==> src/pbcr_pkg.sv <==
// package: register map and field layout of the power budget capability block
package pbcr_pkg;
   localparam logic [11:0] OFF_CAP_HEADER = 12'h280;
   localparam logic [11:0] OFF_INDEX_SELECT = 12'h284;
   localparam logic [11:0] OFF_SELECTED_WORD = 12'h288;
   localparam logic [11:0] OFF_SYS_ALLOC = 12'h28C;
   localparam logic [11:0] OFF_WORD_ARRAY = 12'h300;
   localparam logic [11:0] OFF_CONTROL = 12'h400;
   localparam logic [11:0] OFF_LOADER = 12'h404;
   localparam int CAPABILITY_IDENTIFIER_LSB = 0;
   localparam int CAPABILITY_IDENTIFIER_W = 16;
   localparam int CAPABILITY_VERSION_LSB = 16;
   localparam int CAPABILITY_VERSION_W = 4;
   localparam int NEXT_CAPABILITY_POINTER_LSB = 20;
   localparam int NEXT_CAPABILITY_POINTER_W = 12;
   localparam int INDEX_W = 8;
   localparam int WORD_COUNT = 8;
   localparam int UNLOCK_BIT = 0;
   localparam int LOADER_BIT = 0;
   localparam logic [31:0] HEADER_RST = 32'h0000_0000;
   localparam logic [7:0] INDEX_RST = 8'h00;
   localparam logic SA_RST = 1'b0;
   localparam logic [31:0] WORD_RST = 32'h0000_0000;
   localparam logic [15:0] CAPABILITY_IDENTIFIER_POWER_BUDGET = 16'h0004;
   localparam logic [3:0] CAPABILITY_VERSION_ONE = 4'h1;
endpackage : pbcr_pkg

==> src/pbcr_word_array.sv <==
// the eight power budget data words with lock and index read port
`timescale 1ns/10ps
module pbcr_word_array #(
   parameter int WORDS = 8,
   parameter int IDX_W = 8
) (
   input wire logic pclk,
   input wire logic presetn,
   input wire logic wr_en,
   input wire logic [2:0] wr_idx,
   input wire logic [31:0] wr_data,
   input wire logic unlock,
   input wire logic [IDX_W-1:0] sel_idx,
   input wire logic [2:0] rd_idx,
   output logic [31:0] sel_data,
   output logic [31:0] rd_data
);
   typedef struct packed {
      logic [WORDS-1:0][31:0] word;
   } pbcr_arr_s;
   pbcr_arr_s st_ff;
   pbcr_arr_s nxt_st;

   always_comb begin
      nxt_st = st_ff;
      // locked writes vanish with no bus error, as software expects
      if (wr_en && unlock) begin
         nxt_st.word[wr_idx] = wr_data;
      end
   end

   always_ff @(posedge pclk or negedge presetn) begin
      if (!presetn) begin
         st_ff.word <= {WORDS{pbcr_pkg::WORD_RST}};
      end else begin
         st_ff <= nxt_st;
      end
   end

   always_comb begin
      // out of range index reads zero
      if (sel_idx < IDX_W'(WORDS)) begin
         sel_data = st_ff.word[sel_idx[2:0]];
      end else begin
         sel_data = 32'h0000_0000;
      end
      rd_data = st_ff.word[rd_idx];
   end
endmodule : pbcr_word_array

==> src/pbcr_regs.sv <==
// APB register bank of the power budgeting capability
`timescale 1ns/10ps
module pbcr_regs #(
   parameter int WORDS = 8
) (
   input wire logic pclk,
   input wire logic presetn,
   input wire logic psel,
   input wire logic penable,
   input wire logic pwrite,
   input wire logic [11:0] paddr,
   input wire logic [31:0] pwdata,
   input wire logic [3:0] pstrb,
   output logic [31:0] prdata,
   output logic pready,
   output logic pslverr,
   output logic budget_word_unlock,
   output logic system_allocated_flag
);
   typedef struct packed {
      logic [31:0] header;
      logic [7:0] index;
      logic sys_alloc;
      logic unlock;
      logic loader;
      logic [31:0] rdata;
      logic err;
      logic pend;
   } pbcr_regs_s;
   pbcr_regs_s st_ff;
   pbcr_regs_s nxt_st;

   logic access;
   logic wr;
   logic rd;
   logic arr_hit;
   logic [31:0] sel_data;
   logic [31:0] arr_rd;

   function automatic logic [31:0] merge(input logic [31:0] old,
                                         input logic [31:0] din,
                                         input logic [3:0] strb);
      logic [31:0] r;
      r = old;
      for (int i = 0; i < 4; i++) begin
         if (strb[i]) begin
            r[i*8 +: 8] = din[i*8 +: 8];
         end
      end
      return r;
   endfunction : merge

   assign access = psel && penable;
   assign wr = access && pwrite;
   assign rd = access && !pwrite;
   assign arr_hit = paddr[11:5] == pbcr_pkg::OFF_WORD_ARRAY[11:5];
   // reads take one wait state so read data stands in a flop at the last edge
   assign pready = !rd || st_ff.pend;
   assign prdata = st_ff.rdata;
   assign pslverr = access && nxt_st.err;
   assign budget_word_unlock = st_ff.unlock;
   assign system_allocated_flag = st_ff.sys_alloc;

   pbcr_word_array #(
      .WORDS(WORDS),
      .IDX_W(pbcr_pkg::INDEX_W)
   ) u_words (
      .pclk(pclk),
      .presetn(presetn),
      .wr_en(wr && arr_hit && pstrb == 4'hF),
      .wr_idx(paddr[4:2]),
      .wr_data(pwdata),
      .unlock(st_ff.unlock),
      .sel_idx(st_ff.index),
      .rd_idx(paddr[4:2]),
      .sel_data(sel_data),
      .rd_data(arr_rd)
   );

   always_comb begin
      logic [31:0] m;
      m = 32'h0000_0000;
      nxt_st = st_ff;
      nxt_st.err = 1'b0;
      nxt_st.pend = rd && !st_ff.pend;
      if (wr) begin
         m = merge(32'h0000_0000, pwdata, pstrb);
         unique case (paddr)
            pbcr_pkg::OFF_CAP_HEADER: begin
               // normal writes are dropped unless the loader gate is open
               if (st_ff.loader) begin
                  nxt_st.header = merge(st_ff.header, pwdata, pstrb);
               end
            end
            pbcr_pkg::OFF_INDEX_SELECT: begin
               if (pstrb[0]) begin
                  nxt_st.index = pwdata[7:0];
               end
            end
            pbcr_pkg::OFF_SYS_ALLOC: begin
               if (st_ff.loader && pstrb[0]) begin
                  nxt_st.sys_alloc = pwdata[0];
               end
            end
            pbcr_pkg::OFF_CONTROL: begin
               if (pstrb[0]) begin
                  nxt_st.unlock = m[pbcr_pkg::UNLOCK_BIT];
               end
            end
            pbcr_pkg::OFF_LOADER: begin
               // loader gate opens on a write of 1; a write of 0 or a reset closes it again
               if (pstrb[0] && m[pbcr_pkg::LOADER_BIT]) begin
                  nxt_st.loader = 1'b1;
               end else if (pstrb[0]) begin
                  nxt_st.loader = 1'b0;
               end
            end
            pbcr_pkg::OFF_SELECTED_WORD: begin
            end
            default: begin
               nxt_st.err = !arr_hit;
            end
         endcase
      end
      if (rd) begin
         unique case (paddr)
            pbcr_pkg::OFF_CAP_HEADER: nxt_st.rdata = st_ff.header;
            pbcr_pkg::OFF_INDEX_SELECT: nxt_st.rdata = {24'h000000, st_ff.index};
            pbcr_pkg::OFF_SELECTED_WORD: nxt_st.rdata = sel_data;
            pbcr_pkg::OFF_SYS_ALLOC: nxt_st.rdata = {31'h0, st_ff.sys_alloc};
            pbcr_pkg::OFF_CONTROL: nxt_st.rdata = {31'h0, st_ff.unlock};
            pbcr_pkg::OFF_LOADER: nxt_st.rdata = {31'h0, st_ff.loader};
            default: begin
               nxt_st.rdata = arr_hit ? arr_rd : 32'h0000_0000;
               nxt_st.err = !arr_hit;
            end
         endcase
      end
   end

   always_ff @(posedge pclk or negedge presetn) begin
      if (!presetn) begin
         st_ff.header <= pbcr_pkg::HEADER_RST;
         st_ff.index <= pbcr_pkg::INDEX_RST;
         st_ff.sys_alloc <= pbcr_pkg::SA_RST;
         st_ff.unlock <= 1'b0;
         st_ff.loader <= 1'b0;
         st_ff.rdata <= 32'h0000_0000;
         st_ff.err <= 1'b0;
         st_ff.pend <= 1'b0;
      end else begin
         st_ff <= nxt_st;
      end
   end
endmodule : pbcr_regs

==> config.mk <==
export PLATFORM = sky130hd
export DESIGN_NAME = pbcr_regs
export DESIGN_NICKNAME = d
export VERILOG_FILES = /design/src/pbcr_pkg.sv /design/src/pbcr_word_array.sv /design/src/pbcr_regs.sv
export SDC_FILE = /design/constraint.sdc
export NUM_CORES = 1
export LEC_CHECK = 0
export BUFFER_PORTS_ARGS = -buffer_cell sky130_fd_sc_hd__buf_2
export CORE_MARGIN = 1
export CORE_UTILIZATION = 25
export CTS_BUF_LIST = sky130_fd_sc_hd__clkbuf_8
export DETAILED_ROUTE_END_ITERATION = 10
export PLACE_DENSITY = 0.48
export SKIP_LAST_GASP = 1
export SYNTH_ARGS = -nofsm -noshare
export SYNTH_HDL_FRONTEND = slang
export SYNTH_HIERARCHICAL = 1
export SYNTH_SLANG_ARGS = --single-unit
==> constraint.sdc <==
create_clock -name pclk -period 2.32 [get_ports pclk]
set_input_delay 0 -clock pclk [delete_from_list [all_inputs] [get_ports pclk]]
set_output_delay 0 -clock pclk [all_outputs]
set_load 0.03 [all_outputs]
Word level (Yosys, flattened, before mapping)
Index checks and enable logic that the tools add are counted.
{ "word_totals": {"register_bits": 332, "latch_bits": 0, "ramBits": 0, "mem_bits_ro": 0, "in_bits": 53, "out_inout_bits": 36, "word_cells": 74, "mem_count": 0} }
{ "classes": {"add_sub_neg": 0, "mul": 0, "n_div": 0, "magnitude_cmp": 4, "eq_ne": 8, "n_shift": 0, "n_mux": 18, "bitwise_logic": 0, "n_reduce_logical": 26} }
{ "op_table": {"columns": ["cell", "n"], "rows": [
  ["256-bit bitwise mux", 1],
  ["32-bit binary-select mux with 3-bit select", 2],
  ["32-bit one-hot mux with 6 select lines", 1],
  ["32-bit two-way mux", 5],
  ["32-bit demux with 3-bit select", 1],
  ["12-bit by 10-bit equality test with 1-bit output (second input constant)", 4],
  ["12-bit by 11-bit equality test with 1-bit output (second input constant)", 2],
  ["4-bit AND reduction", 4],
  ["3-bit AND reduction", 4],
  ["1-bit logical AND", 11],
  ["3-bit by 4-bit less-than comparator with 1-bit output (second input constant)", 2],
  ["8-bit by 4-bit less-than comparator with 1-bit output (second input constant)", 1],
  ["1-bit two-way mux", 8],
  ["7-bit by 5-bit equality test with 1-bit output (second input constant)", 1],
  ["6-bit OR reduction", 1],
  ["4-bit equality test (second input constant)", 1],
  ["1-bit zero test", 4],
  ["3-bit by 1-bit >= comparator with 1-bit output (second input constant)", 1],
  ["2-bit nonzero test", 1],
  ["1-bit logical OR", 1]
]} }

Longest topological paths before layout
Gate-level depths: netlist of the first run.
{ "depth": {"depth_word": 7, "ltp_mapped": 8, "depth_no_buf": 6} }

Cells and area by module
The synthesis of the first run kept the hierarchy.
{ "by_module_without_submodules": {"columns": ["mod", "instances", "cells_each", "area_each_um2", "seq_area_each_um2"], "rows": [
  ["pbcr_word_array", 1, 785, 13259.0, 6406.1],
  ["pbcr_regs", 1, 354, 4006.3, 1901.8]
]} }

Worst setup path after synthesis of the first run
OpenSTA, ideal clock, no wires.
{ "synth_timing": {"path_kind": "input -> register", "start": "in paddr[11]", "end": "reg u_words/st_ff[134] in the netlist's numbering", "setup_ns": 0.125, "arrival_time_ns": 2.227, "required_ns": 2.195, "setup_slack_ns": -0.032, "path_stages": 8, "path_buffers": 3, "path_cell_list": "or3_1 clkbuf_1 nor4_1 nand3_2 or3_1 clkbuf_2 clkbuf_8 mux2_4"} }
{ "synth_between": {"elab_chain_cells": 4} }
{ "synth_lines": {"columns": ["item", "line_no", "source"], "rows": [
  ["start, declared", "pbcr_regs.sv:11", "input wire logic [11:0] paddr,"],
  ["7-bit by 5-bit equality test with 1-bit output", "pbcr_regs.sv:56", "assign arr_hit = paddr[11:5] == pbcr_pkg::OFF_WORD_ARRAY[11:5];"],
  ["1-bit logical AND (2 in a row)", "pbcr_regs.sv:70", ".wr_en(wr && arr_hit && pstrb == 4'hF),"],
  ["1-bit logical AND", "pbcr_word_array.sv:27", "if (wr_en && unlock) begin"],
  ["end signal, assigned", "pbcr_word_array.sv:36", "st_ff <= nxt_st;"],
  ["end, declared", "pbcr_word_array.sv:21", "pbcr_arr_s st_ff;"]
]} }
No other way between the ends.
A chain may end at the register's enable or synchronous reset.

==> results.json, run 1 <==
{
  "start_util_pct": 25.5,
  "hold_path_depth": 6,
  "slew_violations": 0,
  "gr-usage-all-layers_pct": 14.8,
  "core.rowCount": 95,
  "cts.path.max_buffers": 3,
  "place_congestion": 0.736,
  "ir_drop_uv": 346,
  "dpl_worst_slack_ns": -0.0920,
  "root_buffer": "clkbuf_8",
  "start_kind": "input pin",
  "io_buffers": 88,
  "drive_above_1_share_pct": 57.3,
  "synth_area_per_cell_sq_um": 15.2,
  "clkLatencyLatePin_ns": 0.69,
  "rsz0062_at_grt": "yes",
  "ios": 89,
  "gr-total-overflow": 0,
  "r2r-end": "prdata[9]",
  "grt_pass1_vias": 11600,
  "htree_levels": 2,
  "worstPathArrival_ns": 2.80,
  "wl_um": 51400,
  "clkSinkCount": 332,
  "nNetsFinal": 1366,
  "criticalPathCategory": "input pin to flip-flop",
  "cpPeakStageDelay_ns": 0.68,
  "fin_crit_sh_pct": 96.9,
  "hold_viol_final": 0,
  "syn_inst": 1139,
  "cp_top_family": "buffers and inverters",
  "vias_per_cell": 4.89,
  "hpwlAfterDp_um": 31700,
  "drt_first_iter_violations": 500,
  "postRouteAntennaNets": 0,
  "crit_chain": "dlygate4sd3_1 > buf_2 > or4_2 > nor4_4 > buf_6 > nand2_4 > mux2_4 > dlygate4sd3_1",
  "ys_warn_count": 6,
  "die_h_um": 265,
  "ys_async_sr_fraction_pct": 100,
  "crit_path_frequent_cell": "dlygate4sd3_1",
  "critPathRequiredTime_ns": 2.87,
  "grt_pass1_wl_um": 77600,
  "hp-class": "input pin to flip-flop",
  "skew_ns": 0.0408,
  "crit_fanout": 8,
  "crit_buf_inv": 4,
  "hold_path_startpoint": "paddr[7]",
  "syn2layout_area_growth_pct": 22.1,
  "vias": 10900,
  "clk_pin_slew_worst_paths_ns": 0.06,
  "grt_max_degree": 88,
  "min_period_ns": 2.25,
  "p_leak_uw": 0.00964,
  "route.detailed.drc": 0,
  "worst_pin_slew_ns": 0.616,
  "tritoncts": "yes",
  "max_slew_margin_pct": 58.4,
  "setup_viol": 0,
  "ys_seq_area_share_pct": 48.1,
  "power_density_nw_per_um2": 587,
  "design.core.area_sq_um": 67800,
  "postLayoutCellArea_sq_um": 21100,
  "r2r_setup_slack_ns": 0.08,
  "cts_inserted_buffers": 61,
  "hold-path-endpoint": "st_ff[34]",
  "wl_per_cell_um": 23.1,
  "synthesis.nets": 1192,
  "synthesis.area_sq_um": 17300,
  "worst_setup_path_end_kind": "flip-flop",
  "ys_seq_elements": 332,
  "die-area_sq_um": 70100,
  "firstDrtPassIters": 5,
  "die_w_um": 265,
  "r2r_cells": 6,
  "cap_violations": 0,
  "place_area_sq_um": 19300,
  "synth-edff-count": 0,
  "status": "completed",
  "worstReg2RegStart": "st_ff[37]",
  "synth_top_flop_cell": "dfrtp_1",
  "synth_cell_types": 47,
  "slowest_stage": "or4_2",
  "antenna_found_initial": 4,
  "setup_slack_ns": 0.0715,
  "max_freq_mhz": 445
}
## kinds of logic after synthesis
kind of cell           count (synthesis)  share of synthesized area (%)
multiplexers                         489                           40.4
AND/OR/NAND/NOR                       93                           3.28
flip-flops                           332                           48.1
AO/OA/AOI/OAI                        105                           4.38
buffers and inverters                120                           3.84
## cells in the final DEF (no fill, tap or decap), types with 2 or more instances in the layout
cell / count
a21oi_1: 29
a22o_1: 32
a22oi_1: 30
a31oi_1: 4
and3b_2: 2
buf_12: 38
buf_2: 85
buf_4: 54
buf_6: 2
clkbuf_8: 73
clkinv_2: 5
dfrtp_1: 330
diode_2: 3
dlygate4sd3_1: 49
inv_1: 20
mux2_2: 349
mux2_4: 5
mux2i_1: 5
mux4_2: 129
nand2_1: 8
nand2_4: 4
nand2b_1: 3
nand4_1: 3
nor2_1: 36
nor2_4: 7
nor2b_1: 2
nor3_1: 4
nor4_1: 2
nor4_4: 2
o2bb2ai_1: 7
or3_2: 2
or4b_4: 2
## cells in the mapped netlist, types with 2 or more instances
| master | n | share of area (%) |
|---|---|---|
| a21oi_1 | 29 | 0.84 |
| a22o_1 | 32 | 1.6 |
| a22oi_1 | 31 | 1.3 |
| a31oi_1 | 4 | 0.14 |
| and3b_1 | 2 | 0.10 |
| buf_2 | 34 | 0.99 |
| buf_4 | 32 | 1.4 |
| buf_6 | 5 | 0.33 |
| clkbuf_1 | 43 | 0.93 |
| clkbuf_2 | 2 | 0.058 |
| dfrtp_1 | 332 | 48 |
| inv_1 | 2 | 0.043 |
| mux2_2 | 349 | 23 |
| mux2_4 | 5 | 0.43 |
| mux2i_1 | 5 | 0.29 |
| mux4_2 | 129 | 17 |
| nand2_1 | 8 | 0.17 |
| nand2_4 | 4 | 0.26 |
| nand2b_1 | 3 | 0.11 |
| nand4_1 | 3 | 0.11 |
| nor2_1 | 43 | 0.93 |
| nor2b_1 | 2 | 0.072 |
| nor3_1 | 4 | 0.12 |
| nor4_1 | 3 | 0.11 |
| nor4_4 | 2 | 0.25 |
| o2bb2ai_1 | 7 | 0.36 |
| or3_1 | 3 | 0.11 |
| or4b_4 | 2 | 0.16 |
## power by group
part           internal [uW]  switching [uW]  total (uW)  leakage (uW)
Combinational            307             662         968       0.00439
Clock                   2930            2530        5460      0.000672
Sequential              5880            65.3        5950       0.00457
## state kept, by name (all words and copies together), names as in the netlist
name and flops:
u_words/st_ff 256, system_allocated_flag 1, st_ff 42, prdata 32
budget_word_unlock 1
## per-stage QoR
| stage | utilization, % | cells | hold slack, ns | TNS, ns | power, uW |
|---|---|---|---|---|---|
| 2_1_floorplan | - | 1139 | -0.296 | 0 | 6560 |
| 3_3_place_gp | 28.5 | 2064 | -0.0526 | -0.0998 | 6970 |
| 3_5_place_dp | 28.5 | 2064 | -0.0426 | -0.0920 | 6970 |
| 4_1_cts | 31.0 | 2214 | 0.00346 | 0 | 12600 |
| 5_1_grt | 31.1 | 2225 | 0.0642 | -0.0673 | 12900 |
| 6_report | 31.1 | 2226 | 0.0548 | 0 | 12400 |
## worst min-delay path, delay by kind of cell
family | cells | cell delay, ns
buffers and inverters | 2 | 0.22
multiplexers | 1 | 0.21
AND/OR/NAND/NOR | 3 | 0.24
## area by class of cell
type,count,area (sq um)
clock buffer,73,1000
fill,6729,46700
tap,873,1090
antenna,3,7.51
multi-input combinational,687,8370
clock inverter,27,159
sequential,332,8310
timing repair buffer,229,2120
inverter,2,7.51
## metal layers
metal / vias up / GRT usage, % / wire [um]
met5: - / 0 / 27
met4: 4 / 4.25 / 940
met3: 74 / 2.41 / 1840
met2: 187 / 24.1 / 24900
met1: 5885 / 20.3 / 23600
li1: 4740 / - / -
## worst max path at each step
stage / endpoint / cells after the start / start
4_1_cts: st_ff[57] / 6 / st_ff[34]
6_report: st_ff[57] / 8 / paddr[0]
5_1_grt: prdata[8] / 6 / st_ff[37]
3_3_place_gp: prdata[4] / 7 / st_ff[37]
3_5_place_dp: prdata[4] / 7 / st_ff[37]
2_1_floorplan: prdata[0] / 7 / st_ff[38]
## repair_timing
action                     4_1_cts  5_1_grt
hold endpoints to repair       633        0
buffers inserted                 0        9
hold buffers                    50        0
resized for setup                2        1
setup endpoints to repair        1       13
pin swaps                        0        1
(Power assumes the default switching activity.)
==> run 2, diff against run 1 <==
- ABC_AREA: default -> 1
==> run 2 against run 1 <==
Against the previous run:
- first-iteration DRC count grew to 3.0 times the previous value
- design area grew 6.2%
- setup slack gained 0.0082 ns
- critical path type unchanged
- critical endpoint is now budget_word_unlock
- largest cell class unchanged
==> results.json, run 2 <==
{
  "synthesis.area_sq_um": 19000,
  "synth_cell_types": 29,
  "cts.path.max_buffers": 3,
  "synth_area_per_cell_sq_um": 6.93,
  "dpl.cell_count": 3663,
  "whs_ns": 0.0356,
  "firstDrtPassIters": 6,
  "tritoncts": "yes",
  "wl_per_cell_um": 17.8,
  "io_buffers": 88,
  "postRouteAntennaNets": 0,
  "max_slew_margin_pct": 44.8,
  "grt_pass1_vias": 17500,
  "cts_inserted_buffers": 61,
  "min_period_ns": 2.24,
  "multiInputGateArea_sq_um": 8540,
  "power_uw": 12400,
  "hold_path_startpoint": "paddr[9]",
  "ys_seq_elements": 332,
  "grt_max_degree": 114,
  "place_area_sq_um": 20400,
  "final_util_pct": 29.9,
  "switchingPower_uw": 3340,
  "vias_per_cell": 4.62,
  "synth-edff-count": 0,
  "p_int_uw": 9060,
  "yosys-top-cells-count": "nand2_1 (998), dfrtp_1 (332), o21ai_0 (323)",
  "status": "completed",
  "clkPwrFrac_pct": 46.2,
  "top_register": "u_words/st_ff",
  "synth_area_leader_cell": "dfrtp_1",
  "largest_register_ffs": 256,
  "combPwrFrac_pct": 7.0,
  "crit_start": "paddr[10]",
  "drive_above_1_share_pct": 10.7,
  "core.rowCount": 100,
  "gr-usage-all-layers_pct": 17.9,
  "worstReg2RegStart": "st_ff[34]",
  "hold_viol_final": 0,
  "place_congestion": 0.790,
  "worst_setup_path_end_kind": "flip-flop",
  "antenna_found_initial": 1,
  "power_density_nw_per_um2": 554,
  "clk_pin_slew_worst_paths_ns": 0.07,
  "wl_um": 68700,
  "synth.most_common_cell": "nand2_1",
  "die_h_um": 278,
  "ys_async_sr_fraction_pct": 100,
  "vias": 17800,
  "final-seq-area_sq_um": 8310,
  "nNetsFinal": 2890,
  "crit_fanout": 5,
  "worstPathArrival_ns": 2.80,
  "synth_top_area_share_pct": 43.8,
  "ios": 89,
  "worst_pin_slew_ns": 0.827,
  "htree_levels": 2,
  "synth.area.top_cells": "dfrtp_1 (44%), nand2_1 (20%), o21ai_0 (8.5%), nand3_1 (5.6%), inv_1 (5.6%)",
  "ys_warn_count": 6,
  "die_w_um": 278,
  "final_cell_mix": "nand2_1 (998), dfrtp_1 (329), o21ai_0 (323)",
  "ys_seq_area_share_pct": 43.8,
  "start_util_pct": 25.4,
  "clkSinkCount": 332,
  "design.core.area_sq_um": 74800,
  "criticalPathCategory": "input pin to flip-flop",
  "start_kind": "input pin",
  "ir_drop_uv": 438,
  "hp-class": "input pin to flip-flop",
  "grt_pass1_wl_um": 107000,
  "gr-total-overflow": 0,
  "syn2layout_area_growth_pct": 17.9,
  "p_leak_uw": 0.0115,
  "swShare_pct": 26.9,
  "hpwlAfterDp_um": 40400,
  "drt_first_iter_violations": 1518,
  "final_cell_count_no_fill": 3850,
  "syn_inst": 2738,
  "clkLatencyLatePin_ns": 0.69,
  "slew_violations": 0,
  "mostFrequentLayoutCell": "nand2_1",
  "die-area_sq_um": 77000,
  "n_fill_cell": 8319,
  "synthesis.nets": 2791,
  "rsz0062_at_grt": "yes",
  "seq_power_share_pct": 46.8,
  "critPathRequiredTime_ns": 2.88,
  "cap_violations": 0,
  "skew_ns": 0.0480,
  "setup_viol": 0,
  "postLayoutCellArea_sq_um": 22400,
  "max_freq_mhz": 446,
  "synth_top_flop_cell": "dfrtp_1",
  "route.detailed.drc": 0,
  "fin_crit_sh_pct": 96.6,
  "root_buffer": "clkbuf_8"
}
==> run 2: per-layer routing <==
layer  wire length [um]  track usage, %  up-vias
li1                   -               -     8808
met5                  0               0        -
met2              30500            28.4      482
met1              32800            25.1     8409
met4               1750            5.47        0
met3               3650            2.40      100
==> run 2: worst paths after layout <==
path	cells past startpoint	slack, ns	endpoint
min in group asynchronous	3	0.47	u_words/st_ff[135]
max reg2reg	4	0.41	st_ff[66]
min reg2reg	1	0.41	st_ff[0]
max	10	0.08	budget_word_unlock
min	9	0.04	prdata[0]
max in group asynchronous	4	1.03	u_words/st_ff[49]
==> run 2: final cells by class <==
class / instances / area share [%]
clock buffer: 75 / 4.61
tap: 969 / 5.42
timing repair buffer: 239 / 8.93
inverter: 292 / 4.92
clock inverter: 31 / 0.788
multi-input combinational: 1911 / 38.2
sequential: 332 / 37.2
antenna: 1 / 0.0112
==> run 2: cell families (layout without fill, tap and decap cells) <==
| family | count (synthesis) | in the layout | share of synthesized area, % |
|---|---|---|---|
| flip-flops | 332 | 332 | 43.8 |
| AND/OR/NAND/NOR | 1458 | 1458 | 31.2 |
| other | 0 | 1 | 0 |
| AO/OA/AOI/OAI | 453 | 453 | 13.7 |
| buffers and inverters | 495 | 637 | 11.4 |
==> run 2: power by group through the flow <==
| stage | registers, uW | logic, uW | clock network (uW) |
|---|---|---|---|
| after floorplan | 5900 | 385 | 0 |
| after global placement | 5900 | 826 | 0 |
| after detailed placement | 5900 | 824 | 0 |
| after CTS | 5800 | 888 | 5910 |
| after global routing | 5790 | 974 | 6160 |
| final | 5800 | 872 | 5730 |
==> run 2: worst max-delay path, stage by stage <==
cell and delay [ns]:
dlygate4sd3_1 0.53, buf_2 0.12, nand2_1 0.05, dlygate4sd3_1 0.56, nor2_2 0.19, dlygate4sd3_1 0.57, nand3_1 0.07, dlygate4sd3_1 0.57
nand2_1 0.06, o21ai_0 0.07
==> run 2: what timing repair did <==
item,in CTS,in global routing
endpoints found under the setup margin,0,7
setup buffers,0,3
gates resized for setup,0,3
hold buffers,77,0
hold endpoints to repair,656,0
==> run 2: metrics by stage <==
step | setup TNS, ns | setup WS, ns
6_report | 0 | 0.0798
5_1_grt | -0.0203 | -0.0203
4_1_cts | 0 | 0.0570
3_5_place_dp | 0 | 0.426
3_3_place_gp | 0 | 0.423
2_1_floorplan | 0 | 0.727
